**config.mk**
```make
export PLATFORM = sky130hd
export DESIGN_NAME = cbb_core
export DESIGN_NICKNAME = d
export VERILOG_FILES = /design/src/logic/cbb_pkg.sv /design/src/logic/cbb_addr_resolve.sv /design/src/logic/cbb_core.sv
export SDC_FILE = /design/constraint.sdc
export NUM_CORES = 1
export LEC_CHECK = 0
export ABC_CLOCK_PERIOD_IN_PS = 2850
export BUFFER_PORTS_ARGS = -buffer_cell sky130_fd_sc_hd__buf_4
export CAP_MARGIN = 20
export CORE_AREA = 2 2 146 112
export CTS_BUF_LIST = sky130_fd_sc_hd__clkbuf_8
export DETAILED_ROUTE_END_ITERATION = 12
export DIE_AREA = 0 0 148 114
export MAX_ROUTING_LAYER = met4
export PLACE_DENSITY = 0.59
export SYNTH_ARGS = -nofsm -noshare
export SYNTH_HDL_FRONTEND = slang
export SYNTH_SLANG_ARGS = --single-unit
```
**constraint.sdc**
```tcl
create_clock -name clk_sys_i -period 2.85 [get_ports clk_sys_i]
set_clock_uncertainty 0.1 [all_clocks]
set_input_delay 0.1425 -clock clk_sys_i [delete_from_list [all_inputs] [get_ports clk_sys_i]]
set_output_delay 0.1425 -clock clk_sys_i [all_outputs]
set_load 0.03 [all_outputs]
```
**src/logic/cbb_pkg.sv**
```systemverilog
/*
  Shared constants for the carry branch and bit operation block:
  widths, phase encoding, address map boundaries and reset values.
  Assumes a core that presents one decoded instruction per instruction cycle.
*/
package cbb_pkg;

  // ==========================================================================
  // Widths
  localparam int unsigned DATA_W  = 8;
  localparam int unsigned FILE_W  = 8;
  localparam int unsigned ADDR_W  = 12;
  localparam int unsigned BANK_W  = 4;
  localparam int unsigned PC_W    = 21;
  localparam int unsigned BIT_W   = 3;

  // ==========================================================================
  // Address map boundaries
  localparam logic [FILE_W-1:0] ACCESS_LOW_MAX = 8'h5F; // Top of low access half
  localparam logic [BANK_W-1:0] SFR_BANK       = 4'hF;  // Upper access half bank
  localparam logic [BANK_W-1:0] LOW_BANK       = 4'h0;  // Lower access half bank

  // ==========================================================================
  // Reset values
  localparam logic [DATA_W-1:0] DATA_RST = 8'h00;
  localparam logic [ADDR_W-1:0] ADDR_RST = 12'h000;
  localparam logic [PC_W-1:0]   PC_RST   = 21'h000000;

  // ==========================================================================
  // Quarter phases of one instruction cycle, Gray along Q1..Q4
  typedef enum logic [1:0] {
    CBB_Q1 = 2'h0,
    CBB_Q2 = 2'h1,
    CBB_Q3 = 2'h3,
    CBB_Q4 = 2'h2
  } cbb_phase_t;

  // Decoded operation held for the cycle
  typedef enum logic [1:0] {
    CBB_OP_NONE   = 2'h0,
    CBB_OP_BRANCH = 2'h1,
    CBB_OP_AND    = 2'h3,
    CBB_OP_CLEAR  = 2'h2
  } cbb_op_t;

endpackage

```
**src/logic/cbb_addr_resolve.sv**
```systemverilog
/*
  Data memory address resolver for byte and bit file instructions.
  Assumes the bank select and index base inputs are stable during decode.
*/
`timescale 1ns/1ps
module cbb_addr_resolve
  import cbb_pkg::*;
(
  input  wire logic [cbb_pkg::FILE_W-1:0] file_addr_i,
  input  wire logic                       access_i,
  input  wire logic                       ext_set_i,
  input  wire logic [cbb_pkg::BANK_W-1:0] bank_select_reg_i,
  input  wire logic [cbb_pkg::ADDR_W-1:0] index_base_i,
  output logic      [cbb_pkg::ADDR_W-1:0] addr_o
);

  // ==========================================================================
  // Bank, access half or indexed offset
  logic low_half;
  assign low_half = (file_addr_i <= ACCESS_LOW_MAX);

  always_comb begin
    if (access_i) begin
      addr_o = {bank_select_reg_i, file_addr_i};
    end else if (ext_set_i && low_half) begin
      addr_o = ADDR_W'(index_base_i + {{(ADDR_W-FILE_W){1'b0}}, file_addr_i});
    end else if (low_half) begin
      addr_o = {LOW_BANK, file_addr_i};
    end else begin
      addr_o = {SFR_BANK, file_addr_i};
    end
  end

endmodule // cbb_addr_resolve

```
**src/logic/cbb_core.sv**
```systemverilog
/*
  Execution of branch_on_carry, and_work_with_file and clear_file_bit over
  four quarter phases per instruction cycle (decode, read, process, write).
  Assumes the core presents decoded fields, flags and the incremented program
  counter from the Q1 phase onward, on the same clock, and that data memory
  answers a read within the Q2 phase.

  // How it works
  // - Taken branch loads incremented counter plus 2n
  // - Branch only when carry is one
  // - Offset is signed byte, doubled
  // - Taken branch adds one no-operation cycle
  // - AND result to work or file by dest
  // - Dest left unspecified means file register
  // - Access zero, extended, low addresses indexed
*/
`timescale 1ns/1ps
module cbb_core
  import cbb_pkg::*;
(
  input  wire logic                       clk_sys_i,
  input  wire logic                       resetn_i,
  input  wire logic                       instr_valid_i,
  input  wire logic                       branch_on_carry_i,
  input  wire logic                       and_work_with_file_i,
  input  wire logic                       clear_file_bit_i,
  input  wire logic                       dest_file_i,
  input  wire logic                       access_i,
  input  wire logic [cbb_pkg::BIT_W-1:0]  bit_sel_i,
  input  wire logic [cbb_pkg::FILE_W-1:0] file_addr_i,
  input  wire logic [cbb_pkg::DATA_W-1:0] offset_i,
  input  wire logic                       carry_i,
  input  wire logic                       ext_set_i,
  input  wire logic [cbb_pkg::BANK_W-1:0] bank_select_reg_i,
  input  wire logic [cbb_pkg::ADDR_W-1:0] index_base_i,
  input  wire logic [cbb_pkg::DATA_W-1:0] work_i,
  input  wire logic [cbb_pkg::PC_W-1:0]   pc_next_i,
  input  wire logic [cbb_pkg::DATA_W-1:0] mem_rdata_i,
  output logic                            q1_o,
  output logic                            nop_cycle_o,
  output logic      [cbb_pkg::ADDR_W-1:0] mem_addr_o,
  output logic                            mem_rd_o,
  output logic                            mem_wr_o,
  output logic      [cbb_pkg::DATA_W-1:0] mem_wdata_o,
  output logic                            work_we_o,
  output logic      [cbb_pkg::DATA_W-1:0] work_o,
  output logic                            flag_we_o,
  output logic                            neg_o,
  output logic                            zero_o,
  output logic                            pc_load_o,
  output logic      [cbb_pkg::PC_W-1:0]   pc_o
);

  // ==========================================================================
  // Helpers
  function automatic logic [PC_W-1:0] branch_target(input logic [PC_W-1:0]   pc,
                                                      input logic [DATA_W-1:0] n);
    logic [PC_W-1:0] off2;
    off2 = {{(PC_W-DATA_W-1){n[DATA_W-1]}}, n, 1'b0};
    return PC_W'(pc + off2);
  endfunction

  // ==========================================================================
  // Address resolution
  logic [ADDR_W-1:0] file_addr_full;

  cbb_addr_resolve u_addr (
    .file_addr_i       (file_addr_i),
    .access_i          (access_i),
    .ext_set_i         (ext_set_i),
    .bank_select_reg_i (bank_select_reg_i),
    .index_base_i      (index_base_i),
    .addr_o            (file_addr_full)
  );

  // ==========================================================================
  // State
  cbb_phase_t        phase_q,  phase_d;
  cbb_op_t           op_q,     op_d;
  logic              nop_q,    nop_d;
  logic              dest_q,   dest_d;
  logic              taken_q,  taken_d;
  logic [BIT_W-1:0]  bit_q,    bit_d;
  logic [DATA_W-1:0] work_q,   work_d;
  logic [DATA_W-1:0] data_q,   data_d;
  logic [DATA_W-1:0] res_q,    res_d;
  logic [PC_W-1:0]   tgt_q,    tgt_d;
  logic [ADDR_W-1:0] addr_q,   addr_d;
  logic              rd_q,     rd_d;
  logic              wr_q,     wr_d;
  logic              wwe_q,    wwe_d;
  logic              fwe_q,    fwe_d;
  logic              neg_q,    neg_d;
  logic              zero_q,   zero_d;
  logic              pcl_q,    pcl_d;
  logic              q1_q,     q1_d;

  // Next state of phase sequencer and datapath
  always_comb begin
    phase_d = phase_q;
    op_d    = op_q;
    nop_d   = nop_q;
    dest_d  = dest_q;
    taken_d = taken_q;
    bit_d   = bit_q;
    work_d  = work_q;
    data_d  = data_q;
    res_d   = res_q;
    tgt_d   = tgt_q;
    addr_d  = addr_q;
    rd_d    = 1'b0;
    wr_d    = 1'b0;
    wwe_d   = 1'b0;
    fwe_d   = 1'b0;
    neg_d   = neg_q;
    zero_d  = zero_q;
    pcl_d   = 1'b0;
    case (phase_q)
      // Decode: capture fields unless this is the branch refill cycle
      CBB_Q1: begin
        phase_d = CBB_Q2;
        op_d    = CBB_OP_NONE;
        if (instr_valid_i && !nop_q) begin
          if (branch_on_carry_i) begin
            op_d = CBB_OP_BRANCH;
          end else if (and_work_with_file_i) begin
            op_d = CBB_OP_AND;
          end else if (clear_file_bit_i) begin
            op_d = CBB_OP_CLEAR;
          end
          dest_d  = dest_file_i;
          taken_d = carry_i;
          bit_d   = bit_sel_i;
          work_d  = work_i;
          tgt_d   = branch_target(pc_next_i, offset_i);
          addr_d  = file_addr_full;
          rd_d    = and_work_with_file_i | clear_file_bit_i;
          if (branch_on_carry_i) begin
            rd_d = 1'b0;
          end
        end
      end
      // Read file byte
      CBB_Q2: begin
        phase_d = CBB_Q3;
        data_d  = mem_rdata_i;
      end
      // Process and raise write strobes for Q4
      CBB_Q3: begin
        phase_d = CBB_Q4;
        case (op_q)
          CBB_OP_AND: begin
            res_d  = work_q & data_q;
            wr_d   = dest_q;
            wwe_d  = !dest_q;
            fwe_d  = 1'b1;
            neg_d  = res_d[DATA_W-1];
            zero_d = (res_d == DATA_RST);
          end
          CBB_OP_CLEAR: begin
            res_d = data_q & ~(DATA_W'(1) << bit_q);
            wr_d  = 1'b1;
          end
          CBB_OP_BRANCH: begin
            pcl_d = taken_q;
          end
          default: begin
            res_d = res_q;
          end
        endcase
      end
      // Write back; taken branch schedules a no-operation cycle
      CBB_Q4: begin
        phase_d = CBB_Q1;
        nop_d   = (op_q == CBB_OP_BRANCH) && taken_q;
      end
      default: begin
        phase_d = CBB_Q1;
      end
    endcase
    q1_d = (phase_d == CBB_Q1);
  end

  // Registers; reset leaves phase at Q1 with all strobes low
  always_ff @(posedge clk_sys_i) begin
    if (!resetn_i) begin
      phase_q <= CBB_Q1;
      op_q    <= CBB_OP_NONE;
      nop_q   <= 1'b0;
      dest_q  <= 1'b1;
      taken_q <= 1'b0;
      bit_q   <= '0;
      work_q  <= DATA_RST;
      data_q  <= DATA_RST;
      res_q   <= DATA_RST;
      tgt_q   <= PC_RST;
      addr_q  <= ADDR_RST;
      rd_q    <= 1'b0;
      wr_q    <= 1'b0;
      wwe_q   <= 1'b0;
      fwe_q   <= 1'b0;
      neg_q   <= 1'b0;
      zero_q  <= 1'b0;
      pcl_q   <= 1'b0;
      q1_q    <= 1'b1;
    end else begin
      phase_q <= phase_d;
      op_q    <= op_d;
      nop_q   <= nop_d;
      dest_q  <= dest_d;
      taken_q <= taken_d;
      bit_q   <= bit_d;
      work_q  <= work_d;
      data_q  <= data_d;
      res_q   <= res_d;
      tgt_q   <= tgt_d;
      addr_q  <= addr_d;
      rd_q    <= rd_d;
      wr_q    <= wr_d;
      wwe_q   <= wwe_d;
      fwe_q   <= fwe_d;
      neg_q   <= neg_d;
      zero_q  <= zero_d;
      pcl_q   <= pcl_d;
      q1_q    <= q1_d;
    end
  end

  // ==========================================================================
  // Outputs, all straight from flops
  assign q1_o        = q1_q;
  assign nop_cycle_o = nop_q;
  assign mem_addr_o  = addr_q;
  assign mem_rd_o    = rd_q;
  assign mem_wr_o    = wr_q;
  assign mem_wdata_o = res_q;
  assign work_we_o   = wwe_q;
  assign work_o      = res_q;   // Shares result flop; only valid with work_we_o
  assign flag_we_o   = fwe_q;
  assign neg_o       = neg_q;
  assign zero_o      = zero_q;
  assign pc_load_o   = pcl_q;
  assign pc_o        = tgt_q;

endmodule // cbb_core

```
==> metrics.md, run 1 <==
| Metric | Value |
|---|---|
| Status | complete, no violations |
| Pin count of the biggest net entering global routing | 30 |
| Clock-pin slew on the worst setup and hold paths | 0.09 ns |
| Fin. max-slew vios | 0 |
| Layout Area Growth over Synthesis | 39.7% |
| CP arrival | 2.88 ns |
| Post-synthesis average cell area | about 8 µm² |
| Final setup fails | 0 |
| Overall global routing resource usage | ~17% |
| Mapped Cells | around 540 |
| H-tree depth | 3 |
| Gpl congestion | 0.861 |
| Post-synth EDFFs | 0 |
| Synth Register Bits | 75 |
| GRT overflow | 0 |
| Global-route wire length before repair | 22000 µm |
| CTS tree | built |
| R2r setup slk | approximately 0.4 ns |
| Antenna violations before repair | 0 |
| Routed Antenna Nets | 0 |
| Part of the power in the clock network | between 30% and 40% |
| Post-Route WL | 13900 µm |
| Psw | 0.000970 W |
| CTS root buf | clkbuf_8 |
| Clock latency on the worst-skew pair | 0.38 ns |
| Comb power frac | 27.7% |
| CTS sink count | between 70 and 80 |
| Post-route minimum period | 2.71 ns |
| Cell variety after synth | 66 |
| R2r endpoint | mem_rd_o$_SDFF_PP0_ |
| Post-route cell area | 6150 µm² |
| Area contributors post-synth | dfxtp_1, ha_1, a21oi_1 |
| Crit path top cell by count | dlygate4sd3_1 |
| Ys flop type | dfxtp_1 |
| Max VDD drop | 0.176 mV |
| Cell Int Power | 0.00179 W |
| Share of cells above drive strength 1 | 25.7% |
| Worst path slowest cell | dlygate4sd3_1 |
| Pleak | ~2.6 nW |
| CP cell instances | dlygate4sd3_1 -> buf_4 -> ha_1 -> nand3_1 -> a21oi_2 -> or4_4 -> nand4_1 -> xor2_1 -> o32ai_1 -> dlygate4sd3_1 |
| Routed WL per cell | 15.2 µm |
| Vias/cell | 4.98 |
| Crit. Startpoint | file_addr_i[5] |
| Die X | 148 µm |
| Initial DRC count | 185 |
| Slew margin rel. | 63.1% |
| Critical Path End | mem_addr_o[10]$_SDFFE_PN0P_ |
| IO Pins | between 100 and 150 |
| Hpwl dp | 10200 µm |
| CP bufs+invs | 3 |
| Vias | between 4000 and 5000 |
| Placed cell areas | 5630 µm² |
| Full die area | 16900 µm² |
| Number of setup buffers added after CTS | 0 |
| Crit Reg-Reg Startpoint | phase_q[0]$_SDFF_PN0_ |
| Crit Path Max Fanout | 5 |
| Starting Density | 28.2% |
| CP top delay family | buffers and inverters |
| Final hold viol count | 0 |
| CORE AREA | around 16000 µm² |
| Most common cell in the netlist | dfxtp_1 |
| Syn nets | 650 |
| Antenna cells | 0 |
| Setup_tns | 0 ns |
| Register share of total power | 41.8% |
| Die Y | 114 µm |
| Synth cell count leaders | dfxtp_1, nand2_1, a21oi_1, nor2_1, ha_1 |
| Max cap viols | 0 |
| Total CTS buffers | 9 |
| Critical path's largest stage delay | approximately 0.57 ns |
| Part of the cycle the worst path needs | 95.1% |
| Sequential fraction of the synthesis area | around a third |
| Share of the synthesized area in the top cell type | 34.1% |
| CP Depth | 10 |
| Syn. warnings | 0 |
| RSZ-0062 raised after global routing | false |
| Worst min path class | in -> reg |
| Pwr/cell area | 449 nW/µm² |
| Post-Synthesis Cell Area | 4400 µm² |
| Setup crit end kind | flip-flop |
| DRC | 0 |
| FMAX | 0.369 GHz |
| FP Rows | 40 |
| Vias in the first global route | 4470 |
| Cell taking the most area after synthesis | dfxtp_1 |
| Reg2Reg Depth | 5 |
| Worst Tran Pin Value | 0.553 ns |
| Critical Path RT | 3.02 ns |
| Drt first pass iters | 5 |
| CTS Buffer Depth | 2 |
| Switch share | a little over a third |
| Asr flop ratio synth | 0% |
| Setup Crit Path Kind | in -> reg |
| Fin nets | 809 |
| CP startpoint kind | input port |
| Port bufs | 139 |
-- state kept, by name, summed over array words and instances, names as in the netlist, 2 cells and up --
name / flops
mem_addr_o: 12
phase_q: 2
pc_o: 21
work_q: 8
data_q: 8
op_q: 2
mem_wdata_o: 8
bit_q: 3
-- per-stage QoR --
stage / power, W / util [%] / hold slack, ns / setup WS [ns] / cells
2_1_floorplan: 0.00162 / - / 0.131 / 0.827 / 539
3_3_place_gp: 0.00189 / 36.1 / 0.273 / 0.498 / 865
3_5_place_dp: 0.00190 / 36.1 / 0.269 / 0.452 / 865
4_1_cts: 0.00280 / 39.3 / 0.0106 / 0.152 / 913
5_1_grt: 0.00291 / 39.4 / 0.0328 / 0.0388 / 913
6_report: 0.00276 / 39.4 / 0.0340 / 0.140 / 913
-- power by group through the flow --
stage / Clock (W) / Combinational [W] / Sequential [W]
2_1_floorplan: 0 / 0.000382 / 0.00124
3_3_place_gp: 0 / 0.000716 / 0.00118
3_5_place_dp: 0 / 0.000726 / 0.00118
4_1_cts: 0.000878 / 0.000764 / 0.00116
5_1_grt: 0.000907 / 0.000838 / 0.00116
6_report: 0.000839 / 0.000766 / 0.00115
-- cell usage in the layout, fill, tap and decap left out, drive strengths merged, types with 4 or more instances in the layout --
| cell | n |
|---|---|
| a2111oi | 4 |
| a211oi | 12 |
| a21o | 8 |
| a21oi | 62 |
| and3 | 8 |
| buf | 148 |
| clkbuf | 9 |
| dfxtp | 75 |
| dlygate4sd3 | 32 |
| ha | 27 |
| inv | 16 |
| mux2i | 13 |
| nand2 | 73 |
| nand3 | 25 |
| nand4 | 4 |
| nor2 | 47 |
| nor2b | 9 |
| nor3 | 14 |
| o2111ai | 5 |
| o211ai | 4 |
| o21ai | 26 |
| o21bai | 5 |
| or3 | 5 |
| xnor2 | 8 |
| xor2 | 6 |
-- logic make-up after synthesis --
kind of cell,share of synthesized area (%)
compound gates,24.4
mux,3.21
fa+ha+maj,8.59
flops,34.1
xor+xnor,2.79
buf+inv,4.46
simple gates,22.5
-- worst min path at each step --
| stage | startpoint | end | slack (ns) | depth (start not counted) |
|---|---|---|---|---|
| detailed placement | branch_on_carry_i | mem_rd_o$_SDFF_PP0_ | 0.27 | 2 |
| CTS | file_addr_i[2] | mem_addr_o[2]$_SDFFE_PN0P_ | 0.01 | 3 |
| floorplan | branch_on_carry_i | mem_rd_o$_SDFF_PP0_ | 0.13 | 1 |
| finish | file_addr_i[2] | mem_addr_o[2]$_SDFFE_PN0P_ | 0.03 | 3 |
| global placement | branch_on_carry_i | mem_rd_o$_SDFF_PP0_ | 0.27 | 2 |
| global route | pc_next_i[1] | pc_o[1]$_SDFFE_PN0P_ | 0.03 | 4 |
-- metal layers --
layer | share of wire (%) | wire length, µm | GRT usage, % | up-vias
met5 | 0 | 0 | - | -
met4 | 1.7 | 243 | 5.14 | 0
met3 | 5.7 | 791 | 4.48 | 19
met2 | 45 | 6310 | 26.9 | 158
met1 | 47 | 6570 | 21.2 | 2107
li1 | - | - | - | 2267
-- layout make-up --
class	count	area, µm²
fill	1641	9470
multi-input combinational	421	2710
sequential	75	1500
timing repair buffer	180	1440
tap	210	263
clock buffer	9	124
clock inverter	7	65.1
inverter	11	41.3
-- what timing repair did --
item	CTS	global route
resized for setup	0	2
hold buffers	32	0
setup endpoints to repair	0	1
endpoints found under the hold margin	31	0
-- worst min-delay path, stage by stage --
cell,delay (ns)
buf_4,0.12
a21oi_1,0.12
a211oi_1,0.08
No activity file was read; power rests on OpenSTA's default activity.
==> inputs of run 2 (changes only) <==
Settings changed: ABC_AREA from default to 1, CORE_AREA 2 2 146 112 to 2 2 150 116, DIE_AREA 0 0 148 114 to 0 0 152 118, PLACE_DENSITY 0.59 to 0.58.
==> run 2 against run 1 <==
Effect of this change:
- combinational power rose by 8.1%
- final area rose by 5.2%
- sequential power barely moved
- count of clock-buffer cells in the layout did not move
- setup slack improved by 0.12 ns
- critical path depth fell by 2
- first-iteration DRC count rose by 68%
- global-route usage rose by 0.11 points
- fmax rose by 4.6%
- clock power fell by 7.5%
- sequential cell count did not move
- core utilization fell by 0.085 points
- largest power group unchanged
==> metrics.md, run 2 <==
| Metric | Value |
|---|---|
| Pwr/cell area | 428 nW/µm² (-4.6%) |
| Cell variety after synth | 38 (-42%) |
| Total CTS buffers | 9 (unchanged) |
| FP Rows | 41 (+2.5%) |
| Worst Tran Pin Value | 0.614 ns (+0.0618 ns) |
| Most common cell in the netlist | nand2_1 |
| Antenna cells | 0 (unchanged) |
| FMAX | 0.386 GHz (+4.6%) |
| Die X | 152 µm (+2.7%) |
| Fin. max-slew vios | 0 (unchanged) |
| Pleak | 3.26 nW (+23%) |
| CTS tree | built |
| H-tree depth | 3 (unchanged) |
| Share of the synthesized area in the top cell type | 32.0% (-2.1 points) |
| Post-Synthesis Cell Area | 4690 µm² (+6.5%) |
| Full die area | 17900 µm² (+6.3%) |
| Drt first pass iters | 5 (unchanged) |
| Post-synth EDFFs | 0 (unchanged) |
| GRT overflow | 0 (unchanged) |
| Worst path slowest cell | dlygate4sd3_1 |
| Hpwl dp | 11300 µm (+10%) |
| Register area | 1500 µm² (unchanged) |
| IO Pins | 140 (unchanged) |
| Commonest non-fill, non-tap cell in the layout | nand2_1 |
| Overall global routing resource usage | 17.0% (+0.11 points) |
| Clock latency on the worst-skew pair | 0.36 ns (-0.02 ns) |
| Vias in the first global route | 4839 (+8.3%) |
| Pin count of the biggest net entering global routing | 53 (+77%) |
| Status | complete, no violations |
| CP cell instances | nor2_1 -> nand2_2 -> inv_2 -> nand2_1 -> a21oi_1 -> dlygate4sd3_1 -> a21oi_1 -> dlygate4sd3_1 |
| Max VDD drop | 0.204 mV (+16%) |
| Synth Register Bits | 75 (unchanged) |
| Commonest non-fill, non-tap cells in the layout | nand2_1, buf_4, nor2_1, inv_1, dfxtp_1 |
| Port bufs | 139 (unchanged) |
| Slew margin rel. | 58.9% (-4.2 points) |
| Synth cell count leaders | nand2_1, nor2_1, inv_1, dfxtp_1, o21ai_0 |
| Fill cell count | 1797 (+9.5%) |
| CP bufs+invs | 3 (unchanged) |
| Starting Density | 28.5% (+0.27 points) |
| Vias/cell | 4.56 (-8.5%) |
| CTS sink count | 75 (unchanged) |
| Crit Path Max Fanout | 16 (+11) |
| Share of cells above drive strength 1 | 21.4% (-4.3 points) |
| Part of the cycle the worst path needs | 90.9% (-4.2 points) |
| Gpl congestion | 0.860 (-0.16%) |
| Routed Antenna Nets | 0 (unchanged) |
| Cell taking the most area after synthesis | dfxtp_1 |
| Critical Path RT | 3.00 ns (-0.02 ns) |
| Post-route minimum period | 2.59 ns (-0.120 ns) |
| Pre-CTS setup slack | 0.856 ns (+0.404 ns) |
| CTS Buffer Depth | 2 (unchanged) |
| Critical path's largest stage delay | 0.56 ns (about the same) |
| Syn. warnings | 0 (unchanged) |
| Ys flop type | dfxtp_1 |
| Max reg flops | 21 (unchanged) |
| CP arrival | 2.74 ns (-0.14 ns) |
| Setup crit end kind | flip-flop |
| CP startpoint kind | flip-flop |
| Die Y | 118 µm (+3.5%) |
| CORE AREA | 16500 µm² (+5.5%) |
| Post-synthesis average cell area | 6.52 µm² (-20%) |
| Worst min path class | in -> reg |
| CTS root buf | clkbuf_8 |
| Number of setup buffers added after CTS | 0 (unchanged) |
| RSZ-0062 raised after global routing | false |
| Setup Crit Path Kind | reg -> reg |
| Antenna violations before repair | 0 (unchanged) |
| Sequential fraction of the synthesis area | 32.0% (-2.1 points) |
| Vias | 5049 (+11%) |
| Asr flop ratio synth | 0% (unchanged) |
| Area contributors post-synth | dfxtp_1, nand2_1, nor2_1 |
| Global-route wire length before repair | 24400 µm (+11%) |
| Final hold viol count | 0 (unchanged) |
| CP top delay family | buffers and inverters |
| DRC | 0 (unchanged) |
| Syn nets | 830 (+28%) |
| Final setup fails | 0 (unchanged) |
| Post-Route WL | 14700 µm (+5.7%) |
| Setup_tns | 0 ns (unchanged) |
| Area taken by multi-input logic gates | 2670 µm² (-1.6%) |
| Worst setup margin | 0.260 ns (+0.120 ns) |
| Layout Area Growth over Synthesis | 38.1% |
| Mapped Cells | 719 (+33%) |
| Clock-pin slew on the worst setup and hold paths | 0.09 ns (about the same) |
| Fin nets | 998 (+23%) |
| Max cap viols | 0 (unchanged) |
| Initial DRC count | 310 (+68%) |
| Routed WL per cell | 13.3 µm (-13%) |
## run 2: worst paths after layout
path,slack [ns],from,cells past startpoint,endpoint
worst max register to register,0.26,phase_q[1]$_SDFF_PN0_,8,mem_addr_o[8]$_SDFFE_PN0P_
worst max-delay path,0.26,phase_q[1]$_SDFF_PN0_,8,mem_addr_o[8]$_SDFFE_PN0P_
worst min register to register,0.37,dest_q$_SDFFE_PN1P_,1,work_we_o$_SDFF_PN0_
worst min-delay path,0.04,access_i,3,mem_addr_o[9]$_SDFFE_PN0P_
## run 2: area by class of cell
type,instances,share of cell area [%]
Tap cell,215,4.16
Clock buffer,9,1.91
Sequential cell,75,23.2
Inverter,97,5.63
Timing Repair Buffer,184,23.0
Clock inverter,7,0.890
Multi-Input combinational cell,520,41.2
## run 2: metrics by stage
step / hold slack, ns / util [%] / area, µm² / power [W] / cells
3_3_place_gp: 0.244 / 35.9 / 5920 / 0.00197 / 1054
6_report: 0.0354 / 39.3 / 6470 / 0.00277 / 1107
2_1_floorplan: 0.133 / - / 4690 / 0.00168 / 719
4_1_cts: 0.00621 / 39.3 / 6470 / 0.00281 / 1107
3_5_place_dp: 0.240 / 35.9 / 5920 / 0.00198 / 1054
5_1_grt: 0.0307 / 39.3 / 6470 / 0.00296 / 1107
## run 2: cells by family after synthesis
logic type,count (synthesis),synth area share (%)
flops,75,32.0
fa+ha+maj,29,8.06
buf+inv,124,11.0
compound gates,136,16.2
xor+xnor,8,1.50
simple gates,347,31.1
## run 2: metal layers
layer  track usage (%)  share of wire [%]
met5                 -                  0
met3              4.16                6.0
met4              3.62                1.2
met2              23.2                 39
met1              25.1                 54
## run 2: worst register-to-register path: cells and delay by family (launching register included)
family                 cells  cell delay, ns
and+or+nand+nor            3            0.44
buffers and inverters      3            1.39
AOI/OAI and AO/OA          2            0.19
DFF                        1            0.36
## run 2: power breakdown
part / leakage [nW] / internal [W] / switching (W)
sequential: 0.616 / 0.00112 / 0.0000516
combinational: 2.56 / 0.000342 / 0.000486
clock: 0.0829 / 0.000326 / 0.000450
total: 3.26 / 0.00178 / 0.000987
## run 2: what timing repair did
item	CTS	global route
setup endpoints to repair	0	0
hold buffers	37	0
endpoints found under the hold margin	33	0
resized for setup	0	0
==> inputs of run 3 (changes only) <==
Settings changed: HOLD_SLACK_MARGIN from default to 0.06, REMOVE_ABC_BUFFERS from default to 1.
==> run 3 against run 2 <==
Effect of this change:
- wire length is 1.0% higher
- clock power grew 3.0%
- hold slack gained 0.053 ns
- die area unchanged
- sequential share of layout area decreased by 0.41 points
- total power rose by 1.4%
- core utilization rose by 0.70 points
- critical path type is now in -> reg
- critical endpoint is now mem_addr_o[10]$_SDFFE_PN0P_
- highest routed layer unchanged
==> metrics.md, run 3 (synthesized netlist as in run 2, its figures left out) <==
| Metric | Value |
|---|---|
| Status | complete, no violations |
| Clock-pin slew on the worst setup and hold paths | 0.09 ns (about the same) |
| DRC | 0 (unchanged) |
| Vias in the first global route | 4858 (+0.39%) |
| Reg2Reg Depth | 8 (unchanged) |
| Slew margin rel. | 60.3% (+1.4 points) |
| FMAX | 0.382 GHz (-1.1%) |
| CTS root buf | clkbuf_8 |
| Global-route wire length before repair | 24400 µm (unchanged) |
| Antenna cells | 0 (unchanged) |
| Final hold viol count | 0 (unchanged) |
| FP Rows | 41 (unchanged) |
| Drt first pass iters | 5 (unchanged) |
| Worst setup margin | 0.231 ns (-0.0297 ns) |
| Total CTS buffers | 9 (unchanged) |
| Part of the power in the clock network | 28.4% (+0.4 points) |
| Post-Route WL | 14900 µm (+1.0%) |
| IO Pins | 140 (unchanged) |
| Pwr/cell area | 427 nW/µm² (-0.34%) |
| CP bufs+invs | 4 (+1) |
| CP arrival | 2.83 ns (+0.09 ns) |
| Crit. Startpoint | file_addr_i[0] |
| Die Y | 118 µm (unchanged) |
| Part of the cycle the worst path needs | 91.9% (+1.0 points) |
| Critical path's largest stage delay | 0.56 ns (about the same) |
| Routed Antenna Nets | 0 (unchanged) |
| CTS sink count | 75 (unchanged) |
| Pleak | 3.32 nW (+1.9%) |
| Commonest non-fill, non-tap cells in the layout | nand2_1, buf_4, nor2_1, inv_1, dfxtp_1 |
| Share of cells above drive strength 1 | 21.0% (-0.37 points) |
| Hold_sp | file_addr_i[2] |
| Overall global routing resource usage | 17.0% (-0.051 points) |
| CP startpoint kind | input port |
| Switch share | 35.9% (+0.24 points) |
| Final setup fails | 0 (unchanged) |
| CTS Buffer Depth | 2 (unchanged) |
| Final total power | 0.00281 W (+1.4%) |
| Full die area | 17900 µm² (unchanged) |
| Layout Area Growth over Synthesis | 40.5% |
| Fin nets | 1009 (+1.1%) |
| CORE AREA | 16500 µm² (unchanged) |
| CTS tree | built |
| Fill cell count | 1782 (-0.83%) |
| Register share of total power | 41.4% (-0.7 points) |
| R2r setup slk | 0.23 ns (-0.03 ns) |
| Fin. max-slew vios | 0 (unchanged) |
| RSZ-0062 raised after global routing | false |
| Setup_tns | 0 ns (unchanged) |
| Hpwl dp | 11200 µm (-0.71%) |
| Cell Int Power | 0.00180 W (+1.0%) |
| Pre-CTS setup slack | 0.938 ns (+0.0822 ns) |
| Worst hold stages | 5 (+2) |
| Setup crit end kind | flip-flop |
| Worst path slowest cell | dlygate4sd3_1 |
| GRT overflow | 0 (unchanged) |
| H-tree depth | 3 (unchanged) |
| Port bufs | 139 (unchanged) |
| Die X | 152 µm (unchanged) |
| Gpl congestion | 0.877 (+2.0%) |
| Initial DRC count | 281 (-9.4%) |
| Crit Path Max Fanout | 4 (-12) |
| CP cell instances | dlygate4sd3_1 -> buf_4 -> ha_1 -> inv_1 -> fa_1 -> o21ai_2 -> nand2_1 -> nand2_1 -> nand2_1 -> nand2_1 -> nand3_1 -> a21oi_1 -> dlygate4sd3_1 |
| Crit Reg-Reg Startpoint | phase_q[1]$_SDFF_PN0_ |
| Setup Crit Path Kind | in -> reg |
| Worst Hold End | mem_addr_o[2]$_SDFFE_PN0P_ |
| R2r endpoint | mem_addr_o[8]$_SDFFE_PN0P_ |
| Worst min path class | in -> reg |
| Comb power frac | 30.2% (+0.3 points) |
| Post-route minimum period | 2.62 ns (+0.0297 ns) |
| Vias | 5149 (+2.0%) |
| Max cap viols | 0 (unchanged) |
| Commonest non-fill, non-tap cell in the layout | nand2_1 |
| Starting Density | 28.5% (unchanged) |
| Routed WL per cell | 13.3 µm (about the same) |
| CP top delay family | buffers and inverters |
| Clock latency on the worst-skew pair | 0.36 ns (about the same) |
| Vias/cell | 4.61 (+0.98%) |
| Max VDD drop | 0.243 mV (+19%) |
| Max reg flops | 21 (unchanged) |
| Number of setup buffers added after CTS | 0 (unchanged) |
| Antenna violations before repair | 0 (unchanged) |
| Psw | 0.00101 W (+2.1%) |
| Pin count of the biggest net entering global routing | 38 (-28%) |
| Critical Path RT | 3.06 ns (+0.06 ns) |
| Worst Tran Pin Value | 0.594 ns (-0.0206 ns) |
| Crit path top cell by count | nand2_1 |
run 3: cell count changes in the layout (fill, tap and decap cells not counted):
cell | before | now
clkinvlp_4 | 3 | 2
inv_2 | 3 | 2
inv_4 | 0 | 1
dlygate4sd3_1 | 37 | 49
clkinv_4 | 1 | 0
buf_4 | 146 | 145
inv_8 | 0 | 1
clkinv_2 | 0 | 1
run 3: area by class of cell:
type | count | area, µm² | area share (%)
Inverter | 97 | 367 | 5.57
Tap cell | 215 | 269 | 4.09
Clock inverter | 7 | 57.6 | 0.874
Timing Repair Buffer | 195 | 1600 | 24.3
Clock buffer | 9 | 124 | 1.88
Sequential cell | 75 | 1500 | 22.8
Multi-Input combinational cell | 520 | 2670 | 40.5
run 3: metrics by stage:
stage                     hold WS (ns)  std cells  area [µm²]  utilization, %
after floorplan                  0.112        692        4530               -
after global placement           0.239       1053        5910            35.9
after detailed placement         0.240       1053        5910            35.9
after CTS                       0.0605       1118        6580            40.0
after global routing             0.107       1118        6590            40.0
final                           0.0889       1118        6590            40.0
run 3: worst max path at each step:
stage / endpoint / slack, ns / depth (start not counted)
floorplan: mem_addr_o[10]$_SDFFE_PN0P_ / 0.90 / 6
global placement: pc_o[13]$_SDFFE_PN0P_ / 0.97 / 13
detailed placement: pc_o[13]$_SDFFE_PN0P_ / 0.94 / 13
CTS: mem_addr_o[10]$_SDFFE_PN0P_ / 0.11 / 8
global route: mem_addr_o[9]$_SDFFE_PN0P_ / 0.07 / 8
finish: mem_addr_o[10]$_SDFFE_PN0P_ / 0.23 / 13
run 3: routing by layer:
| layer | wire length, µm | share of wire [%] | vias up | global-route usage (%) |
|---|---|---|---|---|
| met1 | 7380 | 50 | 2320 | 22.9 |
| li1 | - | - | 2676 | - |
| met3 | 726 | 4.9 | 9 | 3.02 |
| met4 | 128 | 0.86 | 0 | 3.86 |
| met2 | 6620 | 45 | 144 | 26.6 |
| met5 | 0 | 0 | - | - |
run 3: power groups by stage:
stage               combinational (W)  sequential, W  clock [W]
global placement             0.000786        0.00119          0
detailed placement           0.000790        0.00119          0
global route                 0.000947        0.00117   0.000867
floorplan                    0.000406        0.00126          0
finish                       0.000848        0.00116   0.000799
CTS                          0.000850        0.00116   0.000833
run 3: worst register-to-register path: cells and delay by family (launching register included):
kind,cells,cell delay (ns)
AND/OR/NAND/NOR,3,0.48
buffers and inverters,3,1.36
flip-flops,1,0.36
AO/OA/AOI/OAI,2,0.22
run 3: timing repair:
action                                  4_1_cts  5_1_grt
endpoints found under the setup margin        0        4
resized for setup                             0        2
hold buffers                                 49        0
hold endpoints to repair                     36        0
